File: config.mk
export PLATFORM = sky130hd
export DESIGN_NAME = fir_ident
export DESIGN_NICKNAME = d
export VERILOG_FILES = /design/src/rtl/fir_ident.v
export VERILOG_INCLUDE_DIRS = /design/src /design/src/rtl
export SDC_FILE = /design/constraint.sdc
export NUM_CORES = 1
export LEC_CHECK = 0
export BUFFER_PORTS_ARGS = -buffer_cell sky130_fd_sc_hd__buf_4
export CORE_ASPECT_RATIO = 0.6
export CORE_MARGIN = 5
export CORE_UTILIZATION = 25
export CTS_CLUSTER_SIZE = 8
export DETAILED_ROUTE_END_ITERATION = 6
export PLACE_DENSITY = 0.37
export SLEW_MARGIN = 20
export SYNTH_ARGS = -nofsm -noshare
export SYNTH_HDL_FRONTEND = slang
export SYNTH_SLANG_ARGS = --single-unit
File: constraint.sdc
create_clock -name clock -period 3.45 [get_ports clock]
set_input_delay 0.69 -clock clock [delete_from_list [all_inputs] [get_ports clock]]
set_output_delay 0.69 -clock clock [all_outputs]
set_load 0.05 [all_outputs]
File: src/rtl/fir_map.vh
`ifndef FIR_MAP_VH
`define FIR_MAP_VH
// ----------------------------------------
// Command opcodes
// ----------------------------------------
`define FIR_OP_LEGACY_SIG   8'hAB
`define FIR_OP_STD_IDENT    8'h9F
`define FIR_OP_STD_IDENT_Q  8'hAF
`define FIR_OP_ORDERED      8'h90
`define FIR_OP_UNIQUE       8'h4B
`define FIR_OP_PARAM_TABLE  8'h5A
`define FIR_OP_NOP          8'h00
`define FIR_OP_RESET_ARM    8'h66
`define FIR_OP_RESET_DO     8'h99
// ----------------------------------------
// Phase lengths in link clocks (single-line)
// ----------------------------------------
`define FIR_OPCODE_BITS     6'h08
`define FIR_ADDR24_BITS     6'h18
`define FIR_ADDR8_BITS      6'h08
`define FIR_DUMMY_DEFAULT   6'h08
// ----------------------------------------
// Unique number addressing
// ----------------------------------------
`define FIR_UID_ZERO_MSB    8
`define FIR_UID_ZERO_LSB    4
// ----------------------------------------
// Power-down exit delay
// ----------------------------------------
`define FIR_EXIT_DELAY_NS   3000
`define FIR_CLK_PERIOD_NS   10
`define FIR_EXIT_DELAY_CYC  ((`FIR_EXIT_DELAY_NS + `FIR_CLK_PERIOD_NS - 1) / `FIR_CLK_PERIOD_NS)
`endif

File: src/rtl/fir_ident.v
// Function
// - Legacy signature opcode ABh, three dummy bytes, bits latched rising.
// - Signature byte shifted out MSB first on falling clock edges.
// - Signature repeats while select low; select high ends command.
// - Signature opcode works in both modes and releases deep power down.
// - Standard identification uses 9Fh single-line, AFh quad mode.
// - Outputs maker code then 16-bit type/capacity, MSB first.
// - Maker and type/capacity loop until select rises.
// - Opcode 90h, two dummy bytes, one address byte, latched rising.
// - Address bit zero picks maker-first or signature-first order.
// - Maker and signature alternate while select stays low.
// - Opcode 4Bh, three address bytes, configurable dummy, default eight.
// - Fixed 16-byte unique number output, repeated while clocked.
// - Unique address bits 8..4 zero, bits 3..0 pick start byte.
// - Unique number read framed like fast read in both modes.
// - Opcode 5Ah, three address bytes, dummy default eight, table data.
// - No-operation 00h only clears a pending reset arm.
// - 66h arms reset, 99h executes, any other command cancels arm.
// - No command accepted until power-down exit delay elapses.
// - Signature/release opcode ignored while a write is in progress.
`timescale 1ns/1ps
`default_nettype none
`include "fir_map.vh"

module fir_ident #(
  parameter [7:0]   MAKER_CODE   = 8'h5A, // Arbitrary value
  parameter [7:0]   SIGNATURE    = 8'h3C, // Arbitrary value
  parameter [15:0]  TYPE_CAP     = 16'h1234, // Arbitrary value
  parameter [127:0] UNIQUE_NUM   = 128'h0123456789ABCDEF_FEDCBA9876543210,
  parameter [63:0]  PARAM_TABLE  = 64'h53464450_0601_00FF,
  parameter [5:0]   DUMMY_CLKS   = `FIR_DUMMY_DEFAULT,
  parameter         EXIT_DELAY   = `FIR_EXIT_DELAY_CYC
) (
  // System
  input  wire        clock,
  input  wire        reset,
  // Link pins
  input  wire        selectN,
  input  wire        linkClk,
  input  wire [3:0]  dataIn,
  output reg  [3:0]  dataOut,
  output reg  [3:0]  dataOe,
  // Device state
  input  wire        quadCommandMode,
  input  wire        writeInProgressFlag,
  output reg         deepPowerDown,
  output reg         resetArmed,
  output reg         softResetPulse
);

  // ----------------------------------------
  // Phases
  // ----------------------------------------
  localparam [2:0] PH_OPC   = 3'h0;
  localparam [2:0] PH_ADDR  = 3'h1;
  localparam [2:0] PH_DUMMY = 3'h2;
  localparam [2:0] PH_DATA  = 3'h3;
  localparam [2:0] PH_IGN   = 3'h4;

  localparam [2:0] SRC_SIG  = 3'h0;
  localparam [2:0] SRC_STD  = 3'h1;
  localparam [2:0] SRC_ORD  = 3'h2;
  localparam [2:0] SRC_UID  = 3'h3;
  localparam [2:0] SRC_TBL  = 3'h4;

  // ----------------------------------------
  // Input synchronisers
  // ----------------------------------------
  reg [5:0] sync1_q;
  reg [5:0] sync2_q;
  reg       clkOld_q;

  always @(posedge clock or posedge reset) begin
    if (reset) begin
      // Link clock resets to its idle low level, select to deselected
      sync1_q  <= 6'h20;
      sync2_q  <= 6'h20;
      clkOld_q <= 1'b0;
    end else begin
      sync1_q  <= {selectN, linkClk, dataIn};
      sync2_q  <= sync1_q;
      clkOld_q <= sync2_q[4];
    end
  end

  // Synced pins and link clock edges, only inside a frame
  wire       selN  = sync2_q[5];
  wire [3:0] din   = sync2_q[3:0];
  wire       rise  = ~selN & sync2_q[4] & ~clkOld_q;
  wire       fall  = ~selN & ~sync2_q[4] & clkOld_q;
  wire       quad  = quadCommandMode;

  // ----------------------------------------
  // Command state
  // ----------------------------------------
  reg [2:0]  phase_q;
  reg [2:0]  src_q;
  reg [7:0]  opc_q;
  reg [23:0] addr_q;
  reg [5:0]  cnt_q;
  reg [5:0]  dummyLen_q;
  reg [6:0]  bitIdx_q;
  reg        opDone_q;
  reg        selOld_q;
  reg [15:0] exitCnt_q;

  // Lane width and shift-in values
  wire [2:0] step   = quad ? 3'h4 : 3'h1;
  wire [5:0] stepW  = {3'h0, step};
  wire [7:0] opcNext = quad ? {opc_q[3:0], din}
                            : {opc_q[6:0], din[0]};
  wire [23:0] addrNext = quad ? {addr_q[19:0], din}
                              : {addr_q[22:0], din[0]};
  wire       busy   = (exitCnt_q != 16'h0000);

  // Loop length and start bit per source
  reg [6:0]  loopLen;
  reg [6:0]  startBit;
  always @* begin
    loopLen  = 7'h08;
    startBit = 7'h00;
    case (src_q)
      SRC_SIG: loopLen = 7'h08;
      SRC_STD: loopLen = 7'h18;
      SRC_ORD: begin
        loopLen  = 7'h10;
        startBit = addr_q[0] ? 7'h08 : 7'h00;
      end
      SRC_UID: begin
        loopLen  = 7'h00;                                  // 128 wraps
        startBit = {addr_q[3:0], 3'h0};
      end
      SRC_TBL: loopLen = 7'h40;
      default: loopLen = 7'h08;
    endcase
  end

  // Current output nibble or bit, MSB first
  reg [7:0] curByte;
  reg [3:0] nib;
  always @* begin
    curByte = SIGNATURE;
    case (src_q)
      SRC_SIG: curByte = SIGNATURE;
      SRC_STD: curByte = (bitIdx_q < 7'h08) ? MAKER_CODE :
                         (bitIdx_q < 7'h10) ? TYPE_CAP[15:8] :
                         TYPE_CAP[7:0];
      SRC_ORD: curByte = (bitIdx_q < 7'h08) ? MAKER_CODE : SIGNATURE;
      SRC_UID: curByte = UNIQUE_NUM[8'd127 - {1'b0, bitIdx_q[6:3], 3'h0}
                                    -: 8];
      SRC_TBL: curByte = PARAM_TABLE[8'd63 - {2'b00, bitIdx_q[5:3], 3'h0}
                                     -: 8];
      default: curByte = SIGNATURE;
    endcase
    nib = bitIdx_q[2] ? curByte[3:0] : curByte[7:4];
  end

  // Output bit index advance with per-source wrap
  wire [6:0] idxInc  = bitIdx_q + {4'h0, step};
  wire [6:0] idxNext = (loopLen != 7'h00 && idxInc >= loopLen)
                       ? 7'h00 : idxInc;

  // ----------------------------------------
  // Command decode and shifting
  // ----------------------------------------
  always @(posedge clock or posedge reset) begin
    if (reset) begin
      phase_q        <= PH_OPC;
      src_q          <= SRC_SIG;
      opc_q          <= 8'h00;
      addr_q         <= 24'h000000;
      cnt_q          <= 6'h00;
      dummyLen_q     <= 6'h00;
      bitIdx_q       <= 7'h00;
      opDone_q       <= 1'b0;
      selOld_q       <= 1'b1;
      exitCnt_q      <= 16'h0000;
      deepPowerDown  <= 1'b0;
      resetArmed     <= 1'b0;
      softResetPulse <= 1'b0;
      dataOut        <= 4'h0;
      dataOe         <= 4'h0;
    end else begin
      selOld_q       <= selN;
      softResetPulse <= 1'b0;
      if (busy)
        exitCnt_q <= exitCnt_q - 16'h0001;
      if (selN) begin
        // Frame end: stop driving and act on framed commands
        dataOe   <= 4'h0;
        phase_q  <= PH_OPC;
        cnt_q    <= 6'h00;
        bitIdx_q <= 7'h00;
        if (!selOld_q && opDone_q) begin
          opDone_q <= 1'b0;
          if (opc_q == `FIR_OP_RESET_DO && resetArmed)
            softResetPulse <= 1'b1;
          resetArmed <= (opc_q == `FIR_OP_RESET_ARM);
          if (opc_q == `FIR_OP_LEGACY_SIG && deepPowerDown
              && !writeInProgressFlag) begin
            deepPowerDown <= 1'b0;
            exitCnt_q     <= EXIT_DELAY[15:0];
          end
        end
      end else if (rise) begin
        case (phase_q)
          PH_OPC: begin
            opc_q <= opcNext;
            if (busy) begin
              phase_q <= PH_IGN;
            end else if (cnt_q + stepW >= `FIR_OPCODE_BITS) begin
              // Opcode complete: decode it unless powered down
              cnt_q    <= 6'h00;
              opDone_q <= 1'b1;
              phase_q  <= PH_IGN;
              dummyLen_q <= DUMMY_CLKS;
              if (deepPowerDown) begin
                phase_q <= PH_IGN;
              end else begin
                case (opcNext)
                  `FIR_OP_LEGACY_SIG: begin
                    if (!writeInProgressFlag) begin
                      src_q      <= SRC_SIG;
                      phase_q    <= PH_DUMMY;
                      dummyLen_q <= quad ? 6'h06 : 6'h18;
                    end
                  end
                  `FIR_OP_STD_IDENT, `FIR_OP_STD_IDENT_Q: begin
                    if (quad == (opcNext == `FIR_OP_STD_IDENT_Q)) begin
                      src_q   <= SRC_STD;
                      phase_q <= PH_DATA;
                    end
                  end
                  `FIR_OP_ORDERED: begin
                    src_q   <= SRC_ORD;
                    phase_q <= PH_ADDR;
                  end
                  `FIR_OP_UNIQUE: begin
                    src_q   <= SRC_UID;
                    phase_q <= PH_ADDR;
                  end
                  `FIR_OP_PARAM_TABLE: begin
                    src_q   <= SRC_TBL;
                    phase_q <= PH_ADDR;
                  end
                  default: phase_q <= PH_IGN;
                endcase
              end
            end else begin
              cnt_q <= cnt_q + stepW;
            end
          end
          PH_ADDR: begin
            addr_q <= addrNext;
            if (cnt_q + stepW >= ((src_q == SRC_ORD) ?
                (`FIR_ADDR8_BITS + 6'h10) : `FIR_ADDR24_BITS)) begin
              cnt_q <= 6'h00;
              // Ordered read: dummies precede its address byte
              phase_q <= (src_q == SRC_ORD) ? PH_DATA : PH_DUMMY;
            end else begin
              cnt_q <= cnt_q + stepW;
            end
          end
          PH_DUMMY: begin
            // One dummy count per link clock in either mode
            if (cnt_q + 6'h01 >= dummyLen_q) begin
              cnt_q   <= 6'h00;
              phase_q <= PH_DATA;
            end else begin
              cnt_q <= cnt_q + 6'h01;
            end
          end
          default: ;
        endcase
      end else if (fall && phase_q == PH_DATA) begin
        // Shift data out on falling edge
        if (src_q == SRC_UID && addr_q[`FIR_UID_ZERO_MSB:`FIR_UID_ZERO_LSB]
            != 5'h00) begin
          dataOe <= 4'h0;
        end else begin
          if (quad) begin
            dataOut <= nib;
            dataOe  <= 4'hF;
          end else begin
            dataOut <= {2'b00, curByte[3'h7 - bitIdx_q[2:0]], 1'b0};
            dataOe  <= 4'h2;
          end
        end
        bitIdx_q <= idxNext;
      end else if (rise == 1'b0 && phase_q == PH_DATA && cnt_q == 6'h00
                   && bitIdx_q == 7'h00 && dataOe == 4'h0) begin
        // Entering data: load the start bit once per frame
        bitIdx_q <= startBit;
        cnt_q    <= 6'h01;
      end
    end
  end

endmodule
`default_nettype wire

==> impl_metrics.py <==
metrics = {
    "global_routing": {
        "grt_first_pass_wirelength_mm": 21.0,
        "global_route.overflow_total": 0,
        "grt.total_usage_pct": 12.0,
        "grt_start_max_net_pins": 47,
        "antenna_found_initial": 0,
        "grt_pass1_vias": 3716,
    },
    "die": {
        "die_area_um2": 22300,
        "core_area_um2": 19000,
        "start_util_pct": 25.4,
        "rows": 39,
        "die_width_um": 190,
        "ios": 21,
        "chipHeight_um": 118,
    },
    "critical_path": {
        "timing.critical_path.fanout_max": 5,
        "timing.setup.critical_path_class": "in -> reg",
        "reg2reg_setup_slack_ns": 0.63,
        "regToRegEndpoint": "bitIdx_q[0]",
        "arrival_ns": 3.16,
        "endpoint_kind": "flop",
        "timing.reg2reg.worst_path_depth": 11,
        "required_ns": 3.74,
        "cp_launch_type": "primary input",
        "startpoint_of_the_worst_register_to_register_path": "bitIdx_q[0]",
    },
    "clock_tree": {
        "clk_latency_ns": 0.35,
        "cts_tree": "yes",
        "clock_slew_seen_by_the_registers_of_the_worst_setup_and_hold_paths_ns": 0.06,
        "hold_buffers": 0,
        "cts_setup_buffers": 0,
        "clockRootBuffer": "sky130_fd_sc_hd__clkbuf_16",
        "cts_buffers": 9,
        "post_cts.resized_instances": 0,
        "numClockSinks": 78,
        "clock_buffer_depth": 2,
        "cts_htree_levels": 3,
    },
    "logic_synthesis": {
        "netlist-cell-type-count": 75,
        "synth.top_cells.by_area": "sky130_fd_sc_hd__dfrtp_1 39%, sky130_fd_sc_hd__ha_1 5.2%, sky130_fd_sc_hd__nand2_1 4.5%",
        "avgSynthCellArea_um2": 9.22,
        "post-synth-top-area-fraction_pct": 38.8,
        "syn_area_um2": 4840,
        "async_flop_share_pct": 100,
        "synth_enable_flop_cells": 0,
        "netlist_instances": 525,
        "syn-num-nets": 555,
        "synthesis_warnings": 0,
        "synth_top_flop_cell": "sky130_fd_sc_hd__dfrtp_1",
        "synth_largest_area_cell": "sky130_fd_sc_hd__dfrtp_1",
        "share_of_the_yosys_chip_area_belonging_to_registers_pct": 40.4,
        "yosys_reg_bits": 78,
    },
    "drt": {
        "postRouteWirelength_mm": 12.9,
        "drt-vias-per-instance": 4.91,
        "wl_per_cell_um": 16.5,
        "drt_first_pass_iters": 5,
        "drtIter0Drc": 271,
        "remaining_drc_errors": 0,
        "antenna_violation_net_count_after_detailed_routing": 0,
        "vias": 3857,
    },
    "finish": {
        "antennaDiodeCount": 0,
        "multi_input_area_um2": 2660,
        "drive_above_1_share_pct": 12.6,
        "mostFrequentLayoutCell": "sky130_fd_sc_hd__dfrtp_1",
        "nets": 566,
        "num-fill-cells": 1995,
        "stdcell_area_um2": 5550,
        "syn2layout_area_growth_pct": 14.7,
        "most-common-layout-cells": "75 x sky130_fd_sc_hd__dfrtp_1, 58 x sky130_fd_sc_hd__nand2_1, 37 x sky130_fd_sc_hd__o21ai_0",
        "layout.area.seq_um2": 1960,
    },
    "sta": {
        "slew_headroom_pct": 53.9,
        "report.final.hold_viol_count": 0,
        "worst_clock_skew_ns": 0.00950,
        "final_critical_path_setup_slack_ns": 0.587,
        "drv_slew": 0,
        "finalSetupTns_ns": 0,
        "achievable-frequency_mhz": 349,
        "grt_setup_unrepaired": "no",
        "finalWorstPathRequiredPeriod_ns": 2.86,
        "final.period_utilization_pct": 83.0,
        "tightestPinTransition_ns": 0.692,
        "setup_viol_count_final": 0,
    },
    "hold_path": {
        "hold_path_end": "sync2_q[1]",
        "whs_path_depth": 0,
        "hold_start": "sync1_q[1]",
        "worstHoldPathType": "reg -> reg",
    },
    "power": {
        "seqPwrFrac_pct": 46.5,
        "p_int_uw": 1630,
        "leakagePower_uw": 0.00247,
        "power.density_nw_per_um2": 399,
        "ir_worst_vdd_mv": 0.245,
        "pwr-share-clk_pct": 43.7,
        "p_switching_uw": 589,
        "fin_total_pwr_uw": 2210,
        "p_comb_share_pct": 9.7,
        "sw_frac_of_total_pct": 26.6,
    },
    "placed_design": {
        "dpl-instance-area_um2": 5260,
        "placement.setup.worst_slack_ns": 0.242,
        "gp_congestion": 0.844,
        "dp_wirelength_mm": 9.61,
        "io_buffers": 19,
    },
    "flow_run": {
        "max_cap_viol_count": 0,
    },
    "run_status": {
        "status": "finished, final reports clean",
    },
}
-- worst max-delay path by stage --
stage	startpoint	end	slack (ns)	cells past startpoint
2_1_floorplan	quadCommandMode	bitIdx_q[0]	0.55	13
3_3_place_gp	quadCommandMode	src_q[0]	0.30	8
3_5_place_dp	quadCommandMode	bitIdx_q[0]	0.24	13
4_1_cts	quadCommandMode	bitIdx_q[0]	0.61	13
5_1_grt	bitIdx_q[0]	bitIdx_q[0]	0.33	11
6_report	quadCommandMode	bitIdx_q[0]	0.59	13
-- power groups by stage --
stage | combinational (uW) | clock (uW) | sequential, uW
after floorplan | 193 | 0 | 994
after global placement | 218 | 0 | 1050
after detailed placement | 218 | 0 | 1050
after CTS | 220 | 1010 | 1030
after global routing | 244 | 1050 | 1040
final | 216 | 968 | 1030
-- flip-flops by register name, summed over array words and instances (netlist names), 2 cells and up --
name and flops:
sync2_q 6, phase_q 3, dummyLen_q 3, addr_q 9, dataOut 4, opc_q 8
dataOe 2, src_q 3, exitCnt_q 16, sync1_q 6, cnt_q 6, bitIdx_q 7
-- metrics by stage --
step / util, % / hold WS [ns] / cells
floorplan: - / 0.331 / 525
global placement: 27.6 / 0.334 / 771
detailed placement: 27.6 / 0.336 / 771
CTS: 29.2 / 0.351 / 786
global route: 29.2 / 0.358 / 786
finish: 29.2 / 0.348 / 786
-- layer usage --
metal	global-route usage, %	routed length (um)
met3	3.85	492
met4	3.52	180
met5	0	0
met2	15.3	4850
met1	18.7	7410
-- worst max-delay path, cell delays in order --
cell	delay (ns)
sky130_fd_sc_hd__buf_4	0.14
sky130_fd_sc_hd__inv_1	0.12
sky130_fd_sc_hd__ha_1	0.19
sky130_fd_sc_hd__ha_1	0.19
sky130_fd_sc_hd__a21o_1	0.12
sky130_fd_sc_hd__nand2_1	0.06
sky130_fd_sc_hd__nor3_1	0.20
sky130_fd_sc_hd__xnor2_1	0.19
sky130_fd_sc_hd__ha_1	0.29
sky130_fd_sc_hd__o21ai_0	0.24
sky130_fd_sc_hd__a31oi_1	0.11
sky130_fd_sc_hd__nor3_1	0.40
sky130_fd_sc_hd__a22o_1	0.20
-- synth_stat cells (all sizes together) (3+ instances only) --
master / instances
nand2: 58
o21ai: 38
nand4b: 4
dfrtp: 75
buf: 6
a22o: 7
nor4: 5
or4: 4
a211oi: 6
nor2b: 11
nor3: 17
xnor2: 16
a31oi: 7
and2: 3
dfstp: 3
nor3b: 5
nor2: 27
nand3b: 10
xor2: 9
clkbuf: 25
nand2b: 5
nand3: 11
o31ai: 6
nand4: 5
mux2: 6
mux2i: 18
ha: 20
a21oi: 22
a22oi: 3
o2bb2ai: 3
o211a: 3
or3: 6
inv: 25
and3: 4
or3b: 5
a21o: 6
-- logic make-up (layout without fill, tap and decap cells) --
family	Yosys count	after routing	share of synthesized area, %
fa+ha+maj	20	20	5.17
mux	24	24	5.35
compound gates	130	130	18.2
other cells	1	1	0.0775
simple gates	191	191	21.5
flops	78	78	40.4
buf+inv	56	71	4.73
xor+xnor	25	25	4.52
-- area by class of cell --
cell class                 count  share of cell area, %
sequential                    78                   35.2
tap                          246                   5.55
inverter                      25                   1.71
clock buffer                  11                   4.37
clock inverter                 4                  0.857
timing repair buffer          31                   4.42
multi-input combinational    391                   47.9
(Power assumes the default switching activity.)
